==> src/inc/mabp_defs.svh <==
// Constants of the multiplexed address/data bus port
`ifndef MABP_DEFS_SVH
`define MABP_DEFS_SVH

// ****************************************************************
// Memory port width codes
// ****************************************************************
`define MABP_PW_WORD     2'h0
`define MABP_PW_HALF     2'h1
`define MABP_PW_BYTE     2'h2

// ****************************************************************
// Datum size codes
// ****************************************************************
`define MABP_SZ_BYTE     2'h0
`define MABP_SZ_HALF     2'h1
`define MABP_SZ_WORD     2'h2

// ****************************************************************
// Reset configuration pin positions on the low address pins
// ****************************************************************
`define MABP_CFG_BYTE    3
`define MABP_CFG_HALF    2
`define MABP_CFG_RSVD    1
`define MABP_CFG_HOLD    0

// ****************************************************************
// Reset values and timing counts
// ****************************************************************
`define MABP_STROBE_OFF  4'hF
`define MABP_HOLD_BASE   2'h1
`define MABP_BURST_ADDR  4'h0
`define MABP_BUF_DEPTH   2'h2

`endif

==> src/inc/mabp_pkg.sv <==
// Types of the multiplexed address/data bus port
package mabp_pkg;

  // Bus sequencer states
  typedef enum logic [2:0] {
    MABP_IDLE,
    MABP_ADDR,
    MABP_HOLD,
    MABP_WDATA,
    MABP_RDATA,
    MABP_TURN
  } mabp_phase_t;

  // One transfer request from the caches or the write buffer
  typedef struct packed {
    logic [31:0] addr;
    logic [31:0] wdata;
    logic [1:0]  size;
    logic [1:0]  portWidth;
    logic        write;
    logic        iMiss;
    logic        dMiss;
  } mabp_req_t;

  // One word handed to the read buffer consumer
  typedef struct packed {
    logic [31:0] data;
    logic        last;
  } mabp_word_t;

  // Whole state of the port
  typedef struct packed {
    mabp_phase_t st;
    mabp_req_t   req;
    logic        burst;
    logic [3:0]  lowAddr;
    logic [4:0]  beatsLeft;
    logic [1:0]  holdCnt;
    logic [31:0] acc;
    logic [31:0] adSync1;
    logic [31:0] adSync2;
    logic        ackSync1;
    logic        ackSync2;
    logic [3:0]  cfgSync1;
    logic [3:0]  cfgSync2;
    logic [3:0]  cfg;
    logic        ale;
    logic [31:0] adOut;
    logic        adOe;
    logic        rdEn;
    logic        busRead;
    logic        burstPin;
    logic        addrOe;
    mabp_word_t  buf0;
    mabp_word_t  buf1;
    logic [1:0]  bufCnt;
  } mabp_state_t;

endpackage : mabp_pkg

==> src/mabp_port.sv <==
// Multiplexed address/data bus port with read buffer and reset straps
//
// Function
// (RULE_01) Bus timing references the driven output clock
// (RULE_02) Each transfer: address phase, then data phase
// (RULE_03) Address phase drives upper address bits
// (RULE_04) Address phase drives active-low byte lane strobes
// (RULE_05) Strobes meaningful only for word-wide ports
// (RULE_06) Control bit keeps strobes inactive on reads
// (RULE_07) Write data phase drives buffered store data
// (RULE_08) Reads take one word or four-word burst
// (RULE_09) Byte lanes follow size, port width, ordering
// (RULE_10) Low address bits valid per port width
// (RULE_11) Single transfers start at target, then advance
// (RULE_12) Burst reads count from zero by port width
// (RULE_13) Low address pins are straps during reset
// (RULE_14) Address latch strobe marks valid address
// (RULE_15) Read drive enable after bus release, reads only; here the enable rises on the same edge as the release
// (RULE_16) Burst on instruction misses, optional data misses
// (RULE_17) Strap pins return to outputs after reset
//
`timescale 1ns/100ps
`include "mabp_defs.svh"

module mabp_port
  import mabp_pkg::*;
(
  input  wire logic        clk,
  input  wire logic        rstn,
  // Request side, same clock
  input  wire logic        reqValid,
  output logic             reqReady,
  input  wire mabp_req_t   req,
  input  wire logic        bigEndian,
  input  wire logic        dataRefill4,
  input  wire logic        strobeReadOff,
  // Read buffer drain side
  output logic             rdValid,
  input  wire logic        rdReady,
  output mabp_word_t       rdWord,
  // Pins
  output logic             systemClockOutput,
  input  wire logic [31:0] adIn,
  output logic [31:0]      adOut,
  output logic             adOe,
  output logic             ale,
  output logic             readDriveEnable,
  output logic             busRead,
  output logic             burstReq,
  input  wire logic        memAck,
  output logic             memReady,
  input  wire logic [3:0]  addrIn,
  output logic [3:0]       addrOut,
  output logic             addrOe,
  // Captured reset options
  output logic             bootRomByteWideOption,
  output logic             bootRomHalfwordWideOption,
  output logic             reservedConfigHigh,
  output logic             extendedAddrHoldOption
);

  // ****************************************************************
  // Helper functions
  // ****************************************************************

  // Bytes moved per beat on a port of the given width
  function automatic logic [3:0] portBytes(input logic [1:0] pw);
    case (pw)
      `MABP_PW_BYTE: portBytes = 4'h1;
      `MABP_PW_HALF: portBytes = 4'h2;
      default:       portBytes = 4'h4;
    endcase
  endfunction : portBytes

  // Beats needed for a datum, or for a whole burst
  function automatic logic [4:0] beatCount(input logic [1:0] pw,
                                           input logic [1:0] size,
                                           input logic       burst);
    logic [4:0] r;
    r = 5'h1;
    if (burst)
    begin
      case (pw)
        `MABP_PW_BYTE: r = 5'h10;
        `MABP_PW_HALF: r = 5'h08;
        default:       r = 5'h04;
      endcase
    end
    else if (pw == `MABP_PW_BYTE)
    begin
      case (size)
        `MABP_SZ_WORD: r = 5'h04;
        `MABP_SZ_HALF: r = 5'h02;
        default:       r = 5'h01;
      endcase
    end
    else if (pw == `MABP_PW_HALF && size == `MABP_SZ_WORD)
      r = 5'h02;
    beatCount = r;
  endfunction : beatCount

  // Lanes touched by a datum on a word port; big endian mirrors lanes
  function automatic logic [3:0] laneMask(input logic [1:0] a,
                                          input logic [1:0] size,
                                          input logic       be);
    logic [1:0] lane;
    lane = be ? ~a : a;
    case (size)
      `MABP_SZ_BYTE: laneMask = 4'h1 << lane;
      `MABP_SZ_HALF: laneMask = 4'h3 << {lane[1], 1'b0};
      default:       laneMask = 4'hF;
    endcase
  endfunction : laneMask

  // Merge one read beat into the word being assembled
  function automatic logic [31:0] mergeRead(input logic [31:0] acc,
                                            input logic [31:0] ad,
                                            input logic [3:0]  a,
                                            input logic [1:0]  pw,
                                            input logic        be);
    logic [1:0]  lane;
    logic [31:0] r;
    lane = be ? ~a[1:0] : a[1:0];
    r = acc;
    case (pw)
      `MABP_PW_BYTE: r[{lane, 3'h0} +: 8] = be ? ad[31:24] : ad[7:0];
      `MABP_PW_HALF: r[{lane[1], 4'h0} +: 16] = be ? ad[31:16] : ad[15:0];
      default:       r = ad;
    endcase
    mergeRead = r;
  endfunction : mergeRead

  // Data for one write beat; on byte and halfword ports the beat is copied to every lane,
  // so the memory finds it on its lanes whatever the byte ordering
  function automatic logic [31:0] writeLanes(input logic [31:0] w,
                                             input logic [3:0]  a,
                                             input logic [1:0]  pw,
                                             input logic        be);
    logic [1:0] lane;
    lane = be ? ~a[1:0] : a[1:0];
    case (pw)
      `MABP_PW_BYTE: writeLanes = {4{w[{lane, 3'h0} +: 8]}};
      `MABP_PW_HALF: writeLanes = {2{w[{lane[1], 4'h0} +: 16]}};
      default:       writeLanes = w;
    endcase
  endfunction : writeLanes

  // ****************************************************************
  // State and next state
  // ****************************************************************

  mabp_state_t s;
  mabp_state_t next_s;

  logic        isBurst;
  logic [3:0]  strobes;
  logic [3:0]  nextLow;
  logic [31:0] merged;
  logic        push;
  logic        pop;
  mabp_word_t  pushWord;

  // Request decode for the address phase
  always_comb
  begin
    isBurst = ~req.write & (req.iMiss | (req.dMiss & dataRefill4)); // RULE_16
    strobes = ~laneMask(req.addr[1:0], req.size, bigEndian); // RULE_04 RULE_09
    if (~req.write && strobeReadOff)
      strobes = `MABP_STROBE_OFF; // RULE_06
  end

  // Sequencer, synchronisers and read buffer
  always_comb
  begin
    next_s   = s;
    push     = 1'b0;
    pushWord = '0;
    nextLow  = s.lowAddr + portBytes(s.req.portWidth);
    merged   = mergeRead(s.acc, s.adSync2, s.lowAddr,
                         s.req.portWidth, bigEndian);
    pop      = (s.bufCnt != 2'h0) && rdReady;
    // Pins cross two flops before anything looks at them
    next_s.adSync1  = adIn;
    next_s.adSync2  = s.adSync1;
    next_s.ackSync1 = memAck;
    next_s.ackSync2 = s.ackSync1;
    next_s.cfgSync1 = addrIn;
    next_s.cfgSync2 = s.cfgSync1;
    next_s.addrOe   = 1'b1; // RULE_17
    case (s.st)
      MABP_IDLE:
        if (reqValid)
        begin
          next_s.req       = req;
          next_s.burst     = isBurst;
          // Bursts count up from zero, singles start at the target
          next_s.lowAddr   = isBurst ? `MABP_BURST_ADDR
                                     : req.addr[3:0]; // RULE_11 RULE_12
          next_s.beatsLeft = beatCount(req.portWidth, req.size, isBurst);
          next_s.acc       = '0;
          next_s.ale       = 1'b1; // RULE_14
          next_s.adOe      = 1'b1;
          next_s.adOut     = {req.addr[31:4], strobes}; // RULE_02 RULE_03
          next_s.busRead   = ~req.write;
          next_s.burstPin  = isBurst;
          next_s.st        = MABP_ADDR;
        end
      MABP_ADDR:
      begin
        // Address stays on the bus after the latch strobe falls
        next_s.ale     = 1'b0;
        next_s.holdCnt = `MABP_HOLD_BASE +
                         {1'b0, s.cfg[`MABP_CFG_HOLD]};
        next_s.st      = MABP_HOLD;
      end
      MABP_HOLD:
        if (s.holdCnt > 2'h1)
          next_s.holdCnt = s.holdCnt - 2'h1;
        else if (s.req.write)
        begin
          next_s.adOut = writeLanes(s.req.wdata, s.lowAddr,
                                    s.req.portWidth, bigEndian); // RULE_07
          next_s.st    = MABP_WDATA;
        end
        else
        begin
          // Release the bus and let memory drive it on the same edge
          next_s.adOe = 1'b0;
          next_s.rdEn = 1'b1; // RULE_15
          next_s.st   = MABP_RDATA;
        end
      MABP_WDATA:
        if (s.ackSync2)
        begin
          if (s.beatsLeft == 5'h01)
          begin
            next_s.adOe    = 1'b0;
            next_s.busRead = 1'b0;
            next_s.st      = MABP_IDLE;
          end
          else
          begin
            next_s.lowAddr   = nextLow; // RULE_11
            next_s.beatsLeft = s.beatsLeft - 5'h01;
            next_s.adOut     = writeLanes(s.req.wdata, nextLow,
                                          s.req.portWidth, bigEndian);
          end
        end
      MABP_RDATA:
        if (s.ackSync2)
        begin
          // A word is done at its last byte lane or the final beat
          if (s.beatsLeft == 5'h01 ||
              (s.burst && nextLow[1:0] == 2'h0))
          begin
            push          = 1'b1; // RULE_08
            pushWord.data = merged;
            pushWord.last = (s.beatsLeft == 5'h01);
            next_s.acc    = '0;
          end
          else
            next_s.acc = merged;
          if (s.beatsLeft == 5'h01)
          begin
            next_s.rdEn     = 1'b0;
            next_s.busRead  = 1'b0;
            next_s.burstPin = 1'b0;
            next_s.st       = MABP_TURN;
          end
          else
          begin
            next_s.lowAddr   = nextLow; // RULE_12
            next_s.beatsLeft = s.beatsLeft - 5'h01;
          end
        end
      MABP_TURN:
        // One dead cycle so memory drivers turn off before we drive
        next_s.st = MABP_IDLE;
      default:
        next_s.st = MABP_IDLE;
    endcase
    // Two-entry read buffer, head in buf0
    case ({push, pop})
      2'h2:
      begin
        if (s.bufCnt == 2'h0)
          next_s.buf0 = pushWord;
        else
          next_s.buf1 = pushWord;
        next_s.bufCnt = s.bufCnt + 2'h1;
      end
      2'h1:
      begin
        next_s.buf0   = s.buf1;
        next_s.bufCnt = s.bufCnt - 2'h1;
      end
      2'h3:
      begin
        if (s.bufCnt == 2'h1)
          next_s.buf0 = pushWord;
        else
        begin
          next_s.buf0 = s.buf1;
          next_s.buf1 = pushWord;
        end
      end
      default:
        next_s.bufCnt = s.bufCnt;
    endcase
    // Straps are active low and are followed for as long as reset holds
    if (!rstn)
    begin
      next_s          = '0;
      next_s.st       = MABP_IDLE;
      next_s.adSync1  = adIn;
      next_s.adSync2  = s.adSync1;
      next_s.ackSync1 = memAck;
      next_s.ackSync2 = s.ackSync1;
      next_s.cfgSync1 = addrIn;
      next_s.cfgSync2 = s.cfgSync1;
      next_s.cfg      = ~s.cfgSync2; // RULE_13
      next_s.addrOe   = 1'b0; // RULE_13
    end
  end

  // State register, synchronous reset handled above
  always_ff @(posedge clk)
  begin
    s <= next_s;
  end

  // ****************************************************************
  // Outputs
  // ****************************************************************

  // Inputs are sampled on the same edge that leaves as the bus clock
  assign systemClockOutput = clk; // RULE_01
  assign reqReady          = rstn && (s.st == MABP_IDLE);
  assign rdValid           = (s.bufCnt != 2'h0);
  assign rdWord            = s.buf0;
  assign memReady          = (s.st == MABP_RDATA) &&
                             (s.bufCnt != `MABP_BUF_DEPTH);
  assign adOut             = s.adOut;
  assign adOe              = s.adOe;
  assign ale               = s.ale;
  assign readDriveEnable   = s.rdEn;
  assign busRead           = s.busRead;
  assign burstReq          = s.burstPin;
  // Bits below the port width are don't-care for external logic
  assign addrOut           = s.lowAddr; // RULE_10
  assign addrOe            = s.addrOe;
  assign bootRomByteWideOption     = s.cfg[`MABP_CFG_BYTE];
  assign bootRomHalfwordWideOption = s.cfg[`MABP_CFG_HALF];
  assign reservedConfigHigh        = s.cfg[`MABP_CFG_RSVD];
  assign extendedAddrHoldOption    = s.cfg[`MABP_CFG_HOLD];

endmodule : mabp_port

==> config.mk <==
export PLATFORM = sky130hd
export DESIGN_NAME = mabp_port
export DESIGN_NICKNAME = d
export VERILOG_FILES = /design/src/inc/mabp_pkg.sv /design/src/mabp_port.sv
export VERILOG_INCLUDE_DIRS = /design/src /design/src/inc
export SDC_FILE = /design/constraint.sdc
export NUM_CORES = 1
export LEC_CHECK = 0
export BUFFER_PORTS_ARGS = -buffer_cell sky130_fd_sc_hd__buf_2
export CAP_MARGIN = 40
export CORE_AREA = 2 2 178 180
export CTS_BUF_LIST = sky130_fd_sc_hd__clkbuf_16
export DETAILED_ROUTE_END_ITERATION = 16
export DIE_AREA = 0 0 180 182
export GPL_TIMING_DRIVEN = 0
export HOLD_SLACK_MARGIN = 0.02
export PLACE_DENSITY_LB_ADDON = 0.1
export REMOVE_ABC_BUFFERS = 1
export SLEW_MARGIN = 20
export SYNTH_ARGS = -nofsm -noshare
export SYNTH_HDL_FRONTEND = slang
export SYNTH_SLANG_ARGS = --single-unit
==> constraint.sdc <==
create_clock -name clk -period 10.25 [get_ports clk]
set_input_delay 1.5375 -clock clk [delete_from_list [all_inputs] [get_ports clk]]
set_output_delay 1.5375 -clock clk [all_outputs]
set_load 0.01 [all_outputs]
# After elaboration in Yosys (flattened, before gate mapping)

Cells that the tools add are included.

Multiplexer cells: 64
Divide/modulo/power cells: 0
Bitwise logic cells: 9
$mul: 0
Magnitude comparators: 1
Reductions and logical operators: 36
$add $sub $neg: 8
Shift-type cells: 10
Equal/unequal tests: 31

Operators by type and width:

| operator                                               | count |
|---|---|
| 2-to-1 mux 33 bit                                      | 8 |
| one-hot mux 32 bit (2 select lines)                    | 4 |
| one-hot mux 33 bit (3 select lines)                    | 2 |
| 2-to-1 mux 32 bit                                      | 5 |
| 2-to-1 mux 84 bit                                      | 1 |
| 2-to-1 mux 69 bit                                      | 1 |
| 2-to-1 mux 34 bit                                      | 2 |
| one-hot mux 33 bit (2 select lines)                    | 1 |
| bitwise mux 32 bit                                     | 2 |
| indexed part select 32 x 6 -> 16 bit                   | 2 |
| indexed part select 32 x 6 -> 8 bit                    | 2 |
| variable shift 16 x 7 -> 32 bit (first input constant) | 1 |
| variable shift 8 x 7 -> 32 bit (first input constant)  | 1 |
| indexed part select 16 x 7 -> 32 bit                   | 1 |
| indexed part select 8 x 7 -> 32 bit                    | 1 |
| inequality test 2 bit (second input constant)          | 15 |
| AND reduction 6 bit                                    | 4 |
| 2-to-1 mux 3 bit                                       | 6 |
| 2-to-1 mux 9 bit                                       | 2 |
| one-hot mux 9 bit (2 select lines)                     | 1 |
| 2-to-1 mux 16 bit                                      | 1 |
| nonzero test 2 bit                                     | 8 |
| one-hot mux 3 bit (5 select lines)                     | 1 |
| 2-to-1 mux 2 bit                                       | 7 |
| 41 further kinds                                       | 80 |

Memory bits (read-only): 0
Register bits after elaboration: 302
Bits in latches: 0
Word-level logic and storage cells: 191
Memory bits (writable): 0
Output and inout port bits: 83
Input bits: 115
Memories: 0

# Longest topological paths before layout

Depth in word-level cells: 12
Gate-level depth with buffers: 19
Gate-level depth less buffers: 14

==> out/results.tsv <==
stage	metric	value	unit
sta	Fin. Hold Viols	0	
yosys	Post-Syn Instances	1875	
die	starting density of the core	49.1	%
die	number of core rows	65	
yosys	number of synthesized register bits	266	
yosys	Synth async-reset ratio	0	%
yosys	Synth Warn #	0	
die	die area	32800	um^2
sta	setup tns final	0	ps
yosys	number of synthesized flops with an enable pin	4	
final_layout	n_diodes	0	
sta	WHS	325	ps
power_and_ir_drop	Worst VDD drop	0.000211	V
power_and_ir_drop	Lkg Pwr	6.89	nW
setup_path	Arr. time, crit path	5490	ps
drt	Final ANT Viol Nets	0	
clock_network	Worst-Skew Late Latency	690	ps
yosys	Syn Std Cell Area	15200	um^2
setup_path	crit path launch type	clock port	
placement	worst slack, placed	3470	ps
clock_network	Hold Buf Count CTS	0	
drt	routed vias/inst	6.04	
global_routing	all-layer global routing usage	26.7	%
drt	via count	14089	
hold_path	hold crit path type	reg -> reg	
placement	routability cong.	0.841	
die	IO Pins	198	
clock_network	CTS tree	built	
drt	wire per inst	19.4	um
setup_path	CP Capture Type	output pin	
final_layout	Final nets	2045	
sta	skew final	21.0	ps
setup_path	worst-path fanout max	2	
die	chip height	182	um
clock_network	clk slew on worst S/H paths	60	ps
placement	placed cells	2270	
drt	DRC Markers	0	
drt	Detailed Route WL	45300	um
power_and_ir_drop	Power Total	3.37	mW
yosys	Top FF cell, synth	dfxtp_1	
yosys	area leader, netlist	dfxtp_1	
sta	Final WS setup	3220	ps
sta	Slew @ Worst Pin	824	ps
drt	initial drt markers	1284	
placement	hpwl dp	29600	um
placement	PortBufs	197	
setup_path	WS Path Type	clk -> out	
die	core area	31000	um^2
die	Die W	180	um
yosys	number of library cell types mapped by synthesis	73	
yosys	sequential-to-total area share from yosys stat	35.2	%
global_routing	grt total ovfl	0	
clock_network	post-cts resize count	0	
drt	DR pass1 iterations	5	
setup_path	Req. time, crit path	8710	ps
global_routing	vias in the first global route	13107	
yosys	Syn Area/Cell	8.12	um^2
sta	max_slew headroom	44.7	%
final_layout	final non-filler cell total	2332	
sta	RSZ-0062 raised after global routing	no	
global_routing	initial antenna violation count	1	
final_layout	Layout area overhead	13.1	%
clock_network	postcts setup bufs	0	
final_layout	layout cells sized above 1	16.6	%
status	status	complete, no violations	
global_routing	first-pass GRT wire length	72200	um
sta	final setup vio count	0	
sta	Final Max Slew Viols	0	
power_and_ir_drop	P per Cell Area	196	nW/um^2
global_routing	largest net degree at the start of global routing	140	
flow_run	MaxCap Viol Count	0	
yosys	Synth area leaders	dfxtp_1 34%, nand2_1 5.6%, mux2i_1 5.1%, buf_4 3.9%, nand2b_1 3.9%	
yosys	share of the synthesized area in the top cell type	34.5	%
layer usage:
metal  global-route usage [%]  vias up  wire, um
met4                     6.44        2       738
met2                     41.3      536     19900
met1                     38.4     6702     21100
met3                     4.81       54      3540
li1                         -     6795         -
met5                        0        -         7
where the power goes:
group,internal [mW],switching [mW]
clock,0.682,0.457
sequential,1.13,0.111
combinational,0.394,0.591
total,2.21,1.16
state kept, by name, indices dropped and copies added, names as in the netlist, 4 cells and up:
| signal | cells |
|---|---|
| addrOut | 4 |
| rdWord | 33 |
| adOut | 32 |
| s | 187 |
cells in the final DEF, fill, tap and decap left out, types with 8 or more instances in the layout:
cell	instances
nand3_1	46
a21oi_1	115
or3b_2	8
or3_1	11
ha_1	20
buf_6	14
buf_16	9
a211oi_1	24
o21bai_1	15
clkbuf_16	33
clkinv_1	8
a31oi_1	23
nor2b_1	35
a32o_1	46
nand3b_1	21
o21ai_0	112
buf_2	196
nand2b_1	93
inv_1	83
nor2_1	65
and2_1	9
a221oi_1	25
o21a_1	9
a22oi_1	39
o2111ai_1	16
o31ai_1	15
o211ai_1	24
clkinv_2	8
nor3_1	34
dfxtp_1	260
nand2_1	227
mux2i_1	77
o221ai_1	24
and3_1	8
nor3b_1	27
a32oi_1	24
path summary, 6_finish.rpt:
kind	to	cells past startpoint	slack [ps]	startpoint
max	systemClockOutput	3	3220	clk
min	s[132]	0	320	s[164]
max reg2reg	s[33]	14	3560	s[232]
min reg2reg	s[132]	0	320	s[164]
area by class of cell:
| class | instances | area, um^2 |
|---|---|---|
| fillers | 2923 | 13800 |
| multi-input cells | 1295 | 8430 |
| flip-flops and latches | 266 | 5370 |
| repair buffers | 229 | 1530 |
| clock buffers | 34 | 831 |
| well taps | 402 | 503 |
| inverters | 81 | 309 |
| clock inverters | 25 | 226 |
metrics by stage:
step / util [%] / area (um^2)
3_5_place_dp: 52.0 / 16100
3_3_place_gp: 50.0 / 15500
6_report: 55.5 / 17200
2_1_floorplan: - / 14000
4_1_cts: 55.4 / 17200
5_1_grt: 55.5 / 17200
cell families (layout without fill, tap and decap cells):
family          count (synthesis)  in the layout  synth area share (%)
simple gates                  624            624                  21.2
fa+ha+maj                      23             23                  1.94
mux                            81             81                  5.36
buf+inv                       314            369                  10.1
compound gates                560            560                  25.7
flops                         266            266                  35.2
xor+xnor                        7              7                 0.452
cells in the mapped netlist, drive strengths merged (6+ instances only):
cell / instances
mux2i: 77
or3: 11
buf: 128
a21oi: 117
nor2b: 38
nor3: 36
nand2: 227
a22oi: 39
o21ai: 114
nand2b: 94
or3b: 10
o31a: 7
nand3: 47
o2111ai: 16
nand3b: 21
a32oi: 24
nor2: 68
nor3b: 29
o211ai: 25
o21bai: 15
a41oi: 6
a211oi: 24
ha: 22
nand4: 7
a211o: 7
o31ai: 15
inv: 77
a32o: 46
dfxtp: 262
a31oi: 23
o21a: 10
o221ai: 24
a221oi: 25
and3: 8
a221o: 6
and2: 9
clkbuf: 105
critical path, cell delays in order:
cell and delay, ps:
clkbuf_16 120, clkbuf_16 130, buf_2 130
Note: power is estimated with default switching activity, not from simulation.
